===== src/hw/sac_pkg.sv =====
// package for the converter control link: timing counts and state types
// assumes a single 250 MHz clock shared by both ends
package sac_pkg;

  // ****************************************
  // clock
  // ****************************************
  localparam int CLK_PERIOD_NS = 4;

  // ****************************************
  // start pulse
  // ****************************************
  localparam int START_PULSE_WIDTH_NS = 500;
  localparam int START_PULSE_CYC = (START_PULSE_WIDTH_NS + CLK_PERIOD_NS - 1) / CLK_PERIOD_NS;
  localparam int START_SHORT_NS = 300;
  localparam int START_SHORT_CYC = (START_SHORT_NS + CLK_PERIOD_NS - 1) / CLK_PERIOD_NS;

  // ****************************************
  // done rise delay after start
  // ****************************************
  localparam int DONE_RISE_TYP_NS = 1000;
  localparam int DONE_RISE_MAX_NS = 1500;
  localparam int DONE_RISE_CYC = DONE_RISE_TYP_NS / CLK_PERIOD_NS;
  localparam int DONE_RISE_MAX_CYC = DONE_RISE_MAX_NS / CLK_PERIOD_NS;
  localparam int DONE_LSB_EXTRA_CYC = 8;

  // ****************************************
  // conversion duration
  // ****************************************
  localparam int CONV_MIN_US = 10;
  localparam int CONV_TYP_US = 20;
  localparam int CONV_MAX_US = 30;
  localparam int CONV_TYP_CYC = CONV_TYP_US * 1000 / CLK_PERIOD_NS;
  localparam int CONV_BITS = 8;

  // ****************************************
  // read timing
  // ****************************************
  localparam int READ_ACCESS_TYP_NS = 150;
  localparam int READ_ACCESS_MAX_NS = 250;
  localparam int READ_ACCESS_CYC = (READ_ACCESS_TYP_NS + CLK_PERIOD_NS - 1) / CLK_PERIOD_NS;
  localparam int READ_HOLD_NS = 50;
  localparam int OUTPUT_FLOAT_TYP_NS = 100;
  localparam int OUTPUT_FLOAT_MAX_NS = 200;
  localparam int FLOAT_CYC = (READ_HOLD_NS + OUTPUT_FLOAT_TYP_NS) / CLK_PERIOD_NS;
  localparam int FLOAT_MAX_CYC = OUTPUT_FLOAT_MAX_NS / CLK_PERIOD_NS;
  // host waits worst-case access plus its own two-flop synchroniser
  localparam int HOST_READ_CYC =
    (READ_ACCESS_MAX_NS + CLK_PERIOD_NS - 1) / CLK_PERIOD_NS + 3;

  // ****************************************
  // host waits
  // ****************************************
  localparam int RESULT_WAIT_US = 30;
  localparam int RESULT_WAIT_CYC = RESULT_WAIT_US * 1000 / CLK_PERIOD_NS;
  localparam int ACQUIRE_US = 10;
  localparam int ACQUIRE_CYC = ACQUIRE_US * 1000 / CLK_PERIOD_NS;

  // ****************************************
  // states
  // ****************************************
  typedef enum logic [1:0] {DS_IDLE, DS_RESET, DS_WAIT_FALL, DS_CONVERT} sac_dev_state_t;
  typedef enum logic [2:0] {HS_IDLE, HS_START, HS_CONVERT, HS_READ, HS_FLOAT} sac_host_state_t;

endpackage

===== src/hw/sac_link_if.sv =====
// link between the converter and its bus-side controller
// assumes the bench resolves dout onto a wire from dout_oe_n
`timescale 1ns/1ps
interface sac_link_if (
  input wire logic mclk,
  input wire logic rst_b
);
  logic start_conv;
  logic output_enable_n_short;
  logic conversion_done_n;
  logic [7:0] dout;
  logic dout_oe_n;

  modport dev (
    input mclk, rst_b, start_conv, output_enable_n_short,
    output conversion_done_n, dout, dout_oe_n
  );
  modport host (
    input mclk, rst_b, conversion_done_n, dout, dout_oe_n,
    output start_conv, output_enable_n_short
  );
endinterface


===== src/hw/sac_dev.sv =====
// converter end: start/done sequencing, approximation, three-state read port
// assumes start and enable arrive as pins and pass two flops here
`timescale 1ns/1ps

module sac_dev #(
  parameter int CONV_CYC = sac_pkg::CONV_TYP_CYC,
  parameter int RISE_CYC = sac_pkg::DONE_RISE_CYC
) (
  // link
  sac_link_if.dev link,
  // analog stand-in
  input wire logic [7:0] analog_code,
  input wire logic bipolar_mode
);
  import sac_pkg::*;

  localparam int BIT_CYC = CONV_CYC / CONV_BITS;

  // ****************************************
  // pin synchronisers
  // ****************************************
  logic start_s1_reg, start_s2_reg, start_d_reg;
  logic oe_s1_reg, oe_s2_reg;
  logic start_rise, start_fall;

  always_ff @(posedge link.mclk or negedge link.rst_b) begin
    if (!link.rst_b) begin
      start_s1_reg <= 1'b0;
      start_s2_reg <= 1'b0;
      start_d_reg <= 1'b0;
      oe_s1_reg <= 1'b1;
      oe_s2_reg <= 1'b1;
    end else begin
      start_s1_reg <= link.start_conv;
      start_s2_reg <= start_s1_reg;
      start_d_reg <= start_s2_reg;
      oe_s1_reg <= link.output_enable_n_short;
      oe_s2_reg <= oe_s1_reg;
    end
  end

  assign start_rise = start_s2_reg && !start_d_reg;
  // no least width is checked, so short pulses still start a conversion
  assign start_fall = !start_s2_reg && start_d_reg;

  // ****************************************
  // sequencing
  // ****************************************
  sac_dev_state_t state_reg;
  logic [15:0] cnt_reg;
  logic [15:0] rise_lim;
  logic fall_seen_reg;
  logic prev_lsb_reg;
  logic [2:0] bit_reg;
  logic reset_end, bit_end, last_bit, conv_begin;

  // longer internal reset when the old LSB was set
  assign rise_lim = prev_lsb_reg ? 16'(RISE_CYC + DONE_LSB_EXTRA_CYC)
                                 : 16'(RISE_CYC);
  assign reset_end = (state_reg == DS_RESET) && (cnt_reg == rise_lim - 16'h0001);
  assign conv_begin = (reset_end && (fall_seen_reg || start_fall))
                   || ((state_reg == DS_WAIT_FALL) && start_fall);
  assign bit_end = (state_reg == DS_CONVERT) && (cnt_reg == 16'(BIT_CYC - 1));
  assign last_bit = bit_reg == 3'h0;

  always_ff @(posedge link.mclk or negedge link.rst_b) begin
    if (!link.rst_b) begin
      state_reg <= DS_IDLE;
      cnt_reg <= 16'h0000;
      fall_seen_reg <= 1'b0;
    end else if (start_rise) begin
      state_reg <= DS_RESET;
      cnt_reg <= 16'h0000;
      fall_seen_reg <= 1'b0;
    end else begin
      unique case (state_reg)
        DS_IDLE: begin
          cnt_reg <= 16'h0000;
        end
        DS_RESET: begin
          cnt_reg <= cnt_reg + 16'h0001;
          // a short pulse may end before the reset is through
          if (start_fall) begin
            fall_seen_reg <= 1'b1;
          end
          if (reset_end) begin
            cnt_reg <= 16'h0000;
            state_reg <= conv_begin ? DS_CONVERT : DS_WAIT_FALL;
          end
        end
        DS_WAIT_FALL: begin
          cnt_reg <= 16'h0000;
          if (conv_begin) begin
            state_reg <= DS_CONVERT;
          end
        end
        DS_CONVERT: begin
          cnt_reg <= cnt_reg + 16'h0001;
          if (bit_end) begin
            cnt_reg <= 16'h0000;
            if (last_bit) begin
              state_reg <= DS_IDLE;
            end
          end
        end
      endcase
    end
  end

  // ****************************************
  // approximation register
  // ****************************************
  logic [7:0] approximation_register;
  logic [7:0] target_reg;
  logic [7:0] bit_mask;

  assign bit_mask = 8'h01 << bit_reg;

  always_ff @(posedge link.mclk or negedge link.rst_b) begin
    if (!link.rst_b) begin
      approximation_register <= 8'h00;
      target_reg <= 8'h00;
      bit_reg <= 3'h7;
      prev_lsb_reg <= 1'b0;
    end else if (start_rise) begin
      prev_lsb_reg <= approximation_register[0];
      approximation_register <= 8'h00;
      bit_reg <= 3'h7;
    end else if (conv_begin) begin
      // held input: bipolar folds to offset binary by flipping the sign
      target_reg <= bipolar_mode ? {~analog_code[7], analog_code[6:0]}
                                 : analog_code;
      approximation_register <= 8'h80;
      bit_reg <= 3'h7;
    end else if (bit_end) begin
      if (approximation_register > target_reg) begin
        approximation_register <= approximation_register & ~bit_mask;
      end
      if (!last_bit) begin
        approximation_register <= (approximation_register
          & ~((approximation_register > target_reg) ? bit_mask : 8'h00))
          | (bit_mask >> 1);
        bit_reg <= bit_reg - 3'h1;
      end
    end
    // otherwise the finished result simply stays put
  end

  // ****************************************
  // done line
  // ****************************************
  logic done_n_reg;

  always_ff @(posedge link.mclk or negedge link.rst_b) begin
    if (!link.rst_b) begin
      done_n_reg <= 1'b1;
    end else if (reset_end) begin
      done_n_reg <= 1'b1;
    end else if (bit_end && last_bit) begin
      done_n_reg <= 1'b0;
    end
  end

  assign link.conversion_done_n = done_n_reg;

  // ****************************************
  // read port
  // ****************************************
  logic drive_reg;
  logic [7:0] dout_reg;
  logic [7:0] acc_cnt_reg;
  logic [7:0] flt_cnt_reg;

  always_ff @(posedge link.mclk or negedge link.rst_b) begin
    if (!link.rst_b) begin
      drive_reg <= 1'b0;
      acc_cnt_reg <= 8'h00;
      flt_cnt_reg <= 8'h00;
    end else if (!oe_s2_reg) begin
      flt_cnt_reg <= 8'h00;
      if (!drive_reg) begin
        acc_cnt_reg <= acc_cnt_reg + 8'h01;
        if (acc_cnt_reg == 8'(READ_ACCESS_CYC - 1)) begin
          drive_reg <= 1'b1;
        end
      end
    end else begin
      acc_cnt_reg <= 8'h00;
      if (drive_reg) begin
        // hold, then float well inside the worst-case limit
        flt_cnt_reg <= flt_cnt_reg + 8'h01;
        if (flt_cnt_reg == 8'(FLOAT_CYC - 1)) begin
          drive_reg <= 1'b0;
        end
      end
    end
  end

  always_ff @(posedge link.mclk or negedge link.rst_b) begin
    if (!link.rst_b) begin
      dout_reg <= 8'h00;
    end else if (!oe_s2_reg) begin
      // tracks the register, so mid-conversion reads see partial bits
      dout_reg <= approximation_register;
    end
  end

  assign link.dout = dout_reg;
  assign link.dout_oe_n = !drive_reg;

endmodule // sac_dev


===== src/flat_wrapper.sv =====
// flat-port wrapper written by rule: the top's interface ports become plain ports
module sac_dev_flat import sac_pkg::*;
#(
  parameter int CONV_CYC = sac_pkg::CONV_TYP_CYC,
  parameter int RISE_CYC = sac_pkg::DONE_RISE_CYC
)
  (analog_code, bipolar_mode, mclk, rst_b, link_start_conv, link_output_enable_n_short, link_conversion_done_n, link_dout, link_dout_oe_n);
  sac_link_if link_i (.mclk(mclk), .rst_b(rst_b));
  input wire logic [7:0] analog_code;
  input wire logic bipolar_mode;
  input wire logic mclk;
  input wire logic rst_b;
  input wire logic [$bits(link_i.start_conv)-1:0] link_start_conv;
  input wire logic [$bits(link_i.output_enable_n_short)-1:0] link_output_enable_n_short;
  output wire logic [$bits(link_i.conversion_done_n)-1:0] link_conversion_done_n;
  output wire logic [$bits(link_i.dout)-1:0] link_dout;
  output wire logic [$bits(link_i.dout_oe_n)-1:0] link_dout_oe_n;
  assign link_i.start_conv = link_start_conv;
  assign link_i.output_enable_n_short = link_output_enable_n_short;
  assign link_conversion_done_n = link_i.conversion_done_n;
  assign link_dout = link_i.dout;
  assign link_dout_oe_n = link_i.dout_oe_n;
  sac_dev #(.CONV_CYC(CONV_CYC), .RISE_CYC(RISE_CYC)) u_core (.link(link_i), .analog_code(analog_code), .bipolar_mode(bipolar_mode));
endmodule

===== config.mk =====
export PLATFORM = sky130hd
export DESIGN_NAME = sac_dev_flat
export DESIGN_NICKNAME = d
export VERILOG_FILES = /design/src/hw/sac_pkg.sv /design/src/hw/sac_link_if.sv /design/src/hw/sac_dev.sv /design/src/flat_wrapper.sv
export SDC_FILE = /design/constraint.sdc
export NUM_CORES = 1
export LEC_CHECK = 0
export ABC_AREA = 1
export BUFFER_PORTS_ARGS = -buffer_cell sky130_fd_sc_hd__buf_4
export CORE_MARGIN = 1.5
export CORE_UTILIZATION = 55
export DETAILED_ROUTE_END_ITERATION = 8
export GPL_TIMING_DRIVEN = 0
export PLACE_DENSITY = 0.75
export REMOVE_ABC_BUFFERS = 1
export SKIP_LAST_GASP = 1
export SYNTH_ARGS = -nofsm -noshare
export SYNTH_HDL_FRONTEND = slang
export SYNTH_SLANG_ARGS = --single-unit

===== constraint.sdc =====
create_clock -name mclk -period 1.5 [get_ports mclk]
set_input_delay 0.225 -clock mclk [delete_from_list [all_inputs] [get_ports mclk]]
set_output_delay 0.225 -clock mclk [all_outputs]
set_load 0.05 [all_outputs]

After elaboration in Yosys (flattened, before gate mapping)
Index checks and enable logic that the tools add are counted.
- flip-flop bits (word level): 70
- bits of input ports: 13
- output and inout port bits: 10
- logic and storage cells: 108
- add/sub/neg operators: 5
- order comparisons: 1
- equal/unequal tests: 15
- shift-type cells: 1
- mux-type cells: 37
- bitwise gates (word level): 7
- reduce and logical (&&, ||, !) cells: 25
- operators by type and width (operator ; number):
    2-to-1 mux 8 bit ; 11
    2-to-1 mux 16 bit ; 3
    one-hot mux 16 bit (3 select lines) ; 1
    adder 16 x 1 -> 16 bit (second input constant) ; 1
    adder 8 x 1 -> 8 bit (second input constant) ; 2
    AND 8 bit ; 2
    == test 16 x 10 -> 1 bit (second input constant) ; 1
    == test 16 bit ; 1
    == test 8 x 6 -> 1 bit (second input constant) ; 2
    NOT 8 bit ; 2
    subtractor 16 x 1 -> 16 bit (second input constant) ; 1
    2-to-1 mux 3 bit ; 4
    != test 3 x 1 -> 1 bit (second input constant) ; 4
    2-to-1 mux 1 bit ; 11
    2-to-1 mux 2 bit ; 5
    2-to-1 mux 9 bit ; 1
    > comparator 8 bit ; 1
    bitwise OR 8 x 7 -> 8 bit ; 1
    AND reduction 2 bit ; 4
    left shift 1 x 3 -> 8 bit (first input constant) ; 1
    logical AND 1 bit ; 7
    one-hot mux 2 bit (3 select lines) ; 1
    nonzero test 2 bit ; 3
    AND reduction 5 bit ; 1
    15 further kinds ; 20

Longest topological paths before layout
Gate-level depths: netlist (run 1).
- depth in word-level cells: 10
- mapped depth: 15
- gate-level depth less buffers: 15

Least setup slack after synthesis (run 1)
Ideal clock, no wire load.
- path kind: register to register
- start point: register u_core.approximation_register[7]
- end point: register u_core.approximation_register[5]
- library setup time: 0.119 ns
- arrival time: 1.539 ns
- required time: 1.381 ns
- slack: -0.157 ns
- cell stages (with the launch flop): 12
- path through: dfrtp_1 -> ha_1 -> nand2_1 -> nor2_1 -> nand2_1 -> nand2_1 -> nand2_1 -> o21ai_2 -> buf_6 -> nand2_1 -> nand3_1 -> nand2_1
- longest elaborated chain between the ends: 9
- ends and longest elaborated chain (item ; line ; text):
    start: declaration ; sac_dev.sv:113 ; logic [7:0] approximation_register;
    start signal: assignment ; sac_dev.sv:137 ; approximation_register <= approximation_register & ~bit_mask;
    start signal: assignment ; sac_dev.sv:140 ; approximation_register <= (approximation_register
    > comparator 8 bit * ; sac_dev.sv:136, sac_dev.sv:141 ;
    2-to-1 mux 8 bit ; sac_dev.sv:141 ; & ~((approximation_register > target_reg) ? bit_mask : 8'h00))
    NOT 8 bit ; sac_dev.sv:141 ;
    AND 8 bit ; sac_dev.sv:141 ;
    bitwise OR 8 x 7 -> 8 bit ; sac_dev.sv:142 ; | (bit_mask >> 1);
    2-to-1 mux 8 bit ; sac_dev.sv:139 ; if (!last_bit) begin
    2-to-1 mux 8 bit ; sac_dev.sv:135 ; end else if (bit_end) begin
    2-to-1 mux 8 bit ; sac_dev.sv:129 ; end else if (conv_begin) begin
    2-to-1 mux 8 bit ; sac_dev.sv:125 ; end else if (start_rise) begin
Every way passes the cells marked *; elsewhere a longest branch is shown, timed or not. The select of a mux whose other input is x is not followed.
A chain may end at the register's enable or synchronous reset.

Final worst setup path (run 1)
- start point: register u_core.approximation_register[3]
- end point: register u_core.approximation_register[6]
Same word-level chain as after synthesis.

==> summary.txt, run 1 <==
Synth
  • Dominant cell type by area after synthesis: dfrtp_1
  • Post-synth top cells: 105 x nand2_1, 64 x dfrtp_1, 57 x inv_1
  • Top cells by area, synth: dfrtp_1 43%, nand2_1 11%, ha_1 7.4%
  • Most frequent cell after synthesis: nand2_1
  • Main synth FF type: dfrtp_1
  • Post-synthesis sequential area ratio: a little under half
  • Mapped cell area: ~3700 um2
  • Ys Warns: 0
  • FF+latch count, synth: 70
  • Post-synth top area share: 43.1%
  • Post-synth EDFFs: 0
  • Async S/R FF share, synth: between 90% and 100%
  • Post-Syn Area per Cell: between 8 and 9 um2
  • Unique masters post-synth: 38
  • Cells after Synth: 451

Layout
  • Reg area: around 1800 um2
  • Total Nets Final: between 500 and 600
  • Share of cells above drive strength 1: 34.5%
  • Area Overhead vs Synth: 32.9%
  • Final Cell Area: 4940 um2
  • Multi-input gate area: 2060 um2
  • Fin util: approximately three quarters
  • ANT cells: 0
  • Non-Filler Instances: 605
  • Max reg flops: 16
  • Fill count: 410

Pwr
  • Pwr Total: 5.23 mW
  • P_leak: 2.31 nW
  • Sequential share of power: 42.4%
  • Switching power: around 1.6 mW
  • Sw frac: 30.1%
  • Pwr/cell area: approximately 1100 nW/um2
  • Comb pwr share: 24.6%
  • Clock Power Share: approximately 33%
  • Peak VDD IR: 0.795 mV
  • Cell-internal power: 3.66 mW

Global routing
  • Vias in the first global route: 3038
  • Total global-route track usage: 24.0%
  • Overflow after GRT: 0
  • Global-route wire length before repair: 13.6 mm
  • Initial antenna violation count: 0
  • Pin count of the biggest net entering global routing: 71

Worst setup path
  • CP cell instances: ha_4, nand2_2, inv_2, nand2_1, nand2_1, nand2_1, nand2_2, nand2_4, buf_4, nor3_2, nand2_1, nand3_1, nand2_1
  • Worst path arrival time: approximately 2.1 ns
  • CP endpoint kind: flip-flop
  • Slowest stage delay, CP: 0.43 ns
  • FF-to-FF Start: u_core.approximation_register[3]
  • Required @ worst endpoint: roughly 1.8 ns
  • Crit Path Max Fanout: 7
  • CP top delay family: simple AND/OR/NAND/NOR gates
  • Most used cell, CP: nand2_1
  • CP Class: reg2reg
  • Buf/Inv on CP: 2
  • CP startpoint: u_core.approximation_register[3]
  • Slowest cell on crit path: dfrtp_1
  • Startpoint Class: flip-flop

STA
  • Setup-failing EPs final: 39
  • RSZ-0062 raised after global routing: true
  • Layout Skew: between 0.01 and 0.015 ns
  • WHS: -0.0206 ns
  • Relative slew slack: 42.4%
  • Final Worst Setup Slack: -0.343 ns
  • Hold Violations, Final: 26
  • Worst-Margin Slew: 0.864 ns
  • Count of pins over their slew limit: 0
  • FMAX: 543 MHz
  • Final min period: approximately 1.8 ns
  • Fin crit share: 123%
  • Final setup TNS: -8.66 ns

Die
  • Die width: ~85 um
  • Die Span Y: 85.2 um
  • IO Count: 23
  • Starting density of the core: 57.6%
  • Number of placement rows: 29
  • Core ar.: 6460 um2
  • Full die area: 7260 um2

Clocking
  • CTS clk-pin slew, worst paths: ~0.080 ns
  • Root Buffer: clkbuf_8
  • Number of CTS-inserted buffers: 9
  • TritonCTS clock tree: done
  • Clock Latency Late Sink: 0.36 ns
  • Clock Tree Buf Depth: 2
  • H-tree depth: 3
  • Num Clock Sinks: 70

Routing
  • Routed Antenna Nets: 0
  • DRC: 1
  • Drt first pass iters: 6
  • WL/cell: 15.5 um
  • Routed via count: 3320
  • Initial DRC count: 180
  • Total Wirelength: approximately 9.3 mm
  • Via density: 5.49

Placement
  • PortBufs: 22
  • GP Congestion: 0.817
  • Cell Area, Placed: 3930 um2
  • Setup WS pre-CTS: -0.527 ns
  • DP HPWL: 4.99 mm
  • Placed cells: 542

Hold path
  • Worst hold path class: in2async

Status
  • Failing checks: DRC, hold timing, setup timing
  • Result of the run: finished, violations left

Flow run
  • Max Cap Viol: 0
[layout by cell type, fill, tap and decap left out, types with 12 or more instances in the layout]
| cell type | netlist | routed |
|---|---|---|
| a21oi_1 | 20 | 17 |
| buf_4 | 0 | 58 |
| dfrtp_1 | 64 | 62 |
| ha_1 | 22 | 13 |
| inv_1 | 57 | 45 |
| inv_2 | 2 | 12 |
| nand2_1 | 105 | 94 |
| nand3_1 | 21 | 17 |
| nor2_1 | 53 | 38 |
| nor2_2 | 5 | 13 |
| o21ai_0 | 22 | 17 |
[worst register-to-register path: cells and delay by family, from the launching register on]
kind | cells | cell delay, ns
adders and majority gates | 1 | 0.29
buffers and inverters | 2 | 0.22
DFF | 1 | 0.43
and+or+nand+nor | 10 | 0.80
[metal layers]
layer	GRT usage [%]	vias up	part of all wire [%]
met1	32.8	1619	43
met2	38.2	84	50
met3	3.99	21	4.8
met5	0	-	0
met4	9.99	0	2.0
li1	-	1596	-
[power groups by stage]
| stage | Sequential (mW) | Clock (mW) | Combinational [mW] |
|---|---|---|---|
| final | 2.22 | 1.73 | 1.28 |
| after global routing | 2.23 | 1.82 | 1.41 |
| after CTS | 2.20 | 1.73 | 1.01 |
| after detailed placement | 2.23 | 0 | 0.751 |
| after global placement | 2.22 | 0 | 0.717 |
| after floorplan | 2.21 | 0 | 0.535 |
[timing repair]
action	4_1_cts	5_1_grt
hold buffers	2	0
pin swaps	18	22
resized for setup	48	54
endpoints found under the setup margin	39	45
setup buffers	26	18
gates cloned	1	1
endpoints found under the hold margin	2	0
[final timing paths]
kind / end / slack [ns] / depth (start not counted)
max: u_core.approximation_register[6] / -0.34 / 13
min: u_core.link.dout[6] / -0.02 / 1
max reg2reg: u_core.approximation_register[6] / -0.34 / 13
min reg2reg: u_core.oe_s2_reg / 0.36 / 0
max in group asynchronous: u_core.cnt_reg[4] / 0.91 / 1
min in group mclk: u_core.target_reg[6] / 0.10 / 3
[area by class of cell]
type	instances	share of cell area, %
multi-input combinational	314	41.6
sequential	70	35.7
timing repair buffer	68	11.4
inverter	61	4.89
clock buffer	12	3.14
tap	77	1.95
clock inverter	3	1.37
[cells by family after synthesis]
kind of cell / share of synthesized area (%)
compound gates: 9.35
xor+xnor: 1.65
fa+ha+maj: 7.40
buf+inv: 7.47
flops: 47.3
simple gates: 26.8
No activity file was read; power rests on OpenSTA's default activity.
==> run 2, diff against run 1 <==
--- a/config.mk
+++ b/config.mk
@@ -9,6 +9,7 @@
 export BUFFER_PORTS_ARGS = -buffer_cell sky130_fd_sc_hd__buf_4
 export CORE_MARGIN = 1.5
 export CORE_UTILIZATION = 55
+export CTS_BUF_LIST = sky130_fd_sc_hd__clkbuf_4 sky130_fd_sc_hd__clkbuf_8
 export DETAILED_ROUTE_END_ITERATION = 8
 export GPL_TIMING_DRIVEN = 0
 export PLACE_DENSITY = 0.75
==> run 2 against run 1 <==
The run ends with DRC, setup timing left. First-iteration DRC count increased by 0.56%. Combinational power decreased by 5%. Fmax increased by 0.93%. Sequential power about the same. Final cell count decreased by 0.50%. Clock skew about the same. Wire length decreased by 3.0%. Setup slack improved by 0.017 ns. Register-to-register slack improved by 0.02 ns. Design area decreased by 0.10%. Via count decreased by 1.8%. Critical path type unchanged. Largest power group unchanged. Highest routed layer unchanged.
==> summary.txt, run 2 (synthesized netlist as in run 1, its figures left out) <==
Status
  • Result of the run: finished, violations left
  • Failing checks: DRC, setup timing

Routing
  • Via density: about 5.4
  • Routed via count: 3259
  • Total Wirelength: between 9 and 10 mm
  • Initial DRC count: around 180
  • DRC: 1
  • Routed Antenna Nets: 0
  • Drt first pass iters: 6
  • WL/cell: 15.1 um

Layout
  • Area Overhead vs Synth: 32.7%
  • Final Cell Area: 4940 um2
  • Non-Filler Instances: 602
  • ANT cells: 0
  • Leading cell types in the layout, fill and taps excluded: 94 x nand2_1, 61 x dfrtp_1, 56 x buf_4, 46 x inv_1, 32 x nor2_1
  • Total Nets Final: 556
  • Share of cells above drive strength 1: 36.0%
  • Most common cell after layout, fill and taps aside: nand2_1
  • Max reg flops: 16

Clocking
  • CTS clk-pin slew, worst paths: 0.08 ns
  • TritonCTS clock tree: done
  • Clock Latency Late Sink: about 0.35 ns
  • Num Clock Sinks: 70
  • Clock Tree Buf Depth: 2
  • Number of CTS-inserted buffers: 9
  • Root Buffer: clkbuf_8
  • H-tree depth: 3

Worst setup path
  • CP endpoint kind: flip-flop
  • CP cell instances: inv_1, ha_2, nand3_2, nor2_2, nand2_2, nor2_4, buf_4, nor3_4, nand2_4, buf_6, a211oi_2
  • CP Class: reg2reg
  • Slowest stage delay, CP: 0.39 ns
  • Required @ worst endpoint: 1.76 ns
  • Startpoint Class: flip-flop
  • Slowest cell on crit path: dfrtp_1
  • CP startpoint: u_core.cnt_reg[0]
  • Buf/Inv on CP: 3
  • Worst path arrival time: 2.09 ns
  • FF-to-FF Start: u_core.cnt_reg[0]
  • Crit Path Max Fanout: 7
  • CP top delay family: simple AND/OR/NAND/NOR gates

Pwr
  • Peak VDD IR: 0.753 mV
  • Pwr/cell area: between 1000 and 1500 nW/um2
  • Pwr Total: 5.16 mW
  • Comb pwr share: 23.7%
  • Switching power: ~1.5 mW
  • Clock Power Share: 33.5%
  • Sequential share of power: 42.9%
  • Cell-internal power: 3.64 mW
  • Sw frac: 29.4%
  • P_leak: about 2.3 nW

Global routing
  • Overflow after GRT: 0
  • GRT met1 Usage: 32.9%
  • Grt met2 use: 39.0%
  • Vias in the first global route: ~3000
  • Pin count of the biggest net entering global routing: about 70
  • Initial antenna violation count: 0
  • Grt peak-use layer: met2
  • Met3 Use GR: 5.54%
  • Global-route wire length before repair: 13.7 mm
  • Total global-route track usage: 24.2%

Die
  • Die width: roughly 85 um
  • Number of placement rows: 29
  • Starting density of the core: 57.6%
  • IO Count: 23
  • Full die area: 7260 um2
  • Die Span Y: roughly 85 um
  • Core ar.: 6460 um2

STA
  • Fin crit share: 122%
  • Layout Skew: 0.0116 ns
  • Final setup TNS: -8.55 ns
  • Hold Violations, Final: 0
  • WHS: approximately 0.00064 ns
  • Setup-failing EPs final: 38
  • RSZ-0062 raised after global routing: true
  • Final Worst Setup Slack: -0.326 ns
  • FMAX: 548 MHz
  • Final min period: about 1.8 ns
  • Worst-Margin Slew: slightly below 0.9 ns
  • Relative slew slack: 41.3%
  • Count of pins over their slew limit: 0

Placement
  • GP Congestion: 0.817
  • DP HPWL: 4.99 mm
  • PortBufs: 22
  • Placed cells: approximately 540
  • Cell Area, Placed: 3930 um2

Flow run
  • Max Cap Viol: 0

Hold path
  • Worst hold path class: in2async
run 2: repair_timing:
item                       4_1_cts  5_1_grt
pin swaps                       18       24
setup endpoints to repair       39       45
setup buffers                   26       16
hold endpoints to repair         2        0
cloned                           1        0
hold buffers                     2        0
gates resized for setup         54       58
run 2: final timing paths:
path	cells past startpoint	slack (ns)	endpoint
worst max-delay path	11	-0.33	u_core.cnt_reg[5]
worst min-delay path	1	0.0006	u_core.link.dout[7]
worst max register to register	11	-0.33	u_core.cnt_reg[5]
worst min register to register	0	0.36	u_core.oe_s2_reg
max in group asynchronous	1	0.87	u_core.cnt_reg[4]
min in group mclk	3	0.11	u_core.target_reg[5]
run 2: final cells by class:
class / count / area (um2)
Tap cell: 77 / 96.3
Sequential cell: 70 / 1770
Clock inverter: 3 / 67.6
Multi-Input combinational cell: 313 / 2070
Fill cell: 436 / 1520
Timing Repair Buffer: 66 / 539
Inverter: 61 / 239
Clock buffer: 12 / 159
run 2: stage by stage:
stage,worst slack [ns],utilization (%)
finish,-0.326,76.4
global route,-0.440,76.4
CTS,-0.252,71.3
detailed placement,-0.527,60.9
global placement,-0.519,60.9
floorplan,-0.226,-
run 2: power groups by stage:
stage	Combinational [mW]	Sequential (mW)	Clock [mW]
3_5_place_dp	0.751	2.23	0
5_1_grt	1.35	2.23	1.83
3_3_place_gp	0.717	2.22	0
4_1_cts	1.02	2.20	1.75
6_report	1.22	2.21	1.73
2_1_floorplan	0.535	2.21	0
run 2: routing by layer:
metal,routed length [um],vias up
li1,-,1583
met1,4080,1583
met2,4520,79
met3,355,14
met4,107,0
met5,0,-
run 2: worst register-to-register path, stage by stage (launching register included):
cell	delay, ns
dfrtp_1	0.39
inv_1	0.07
ha_2	0.18
nand3_2	0.08
nor2_2	0.04
nand2_2	0.07
nor2_4	0.06
buf_4	0.14
nor3_4	0.26
nand2_4	0.16
buf_6	0.17
a211oi_2	0.13
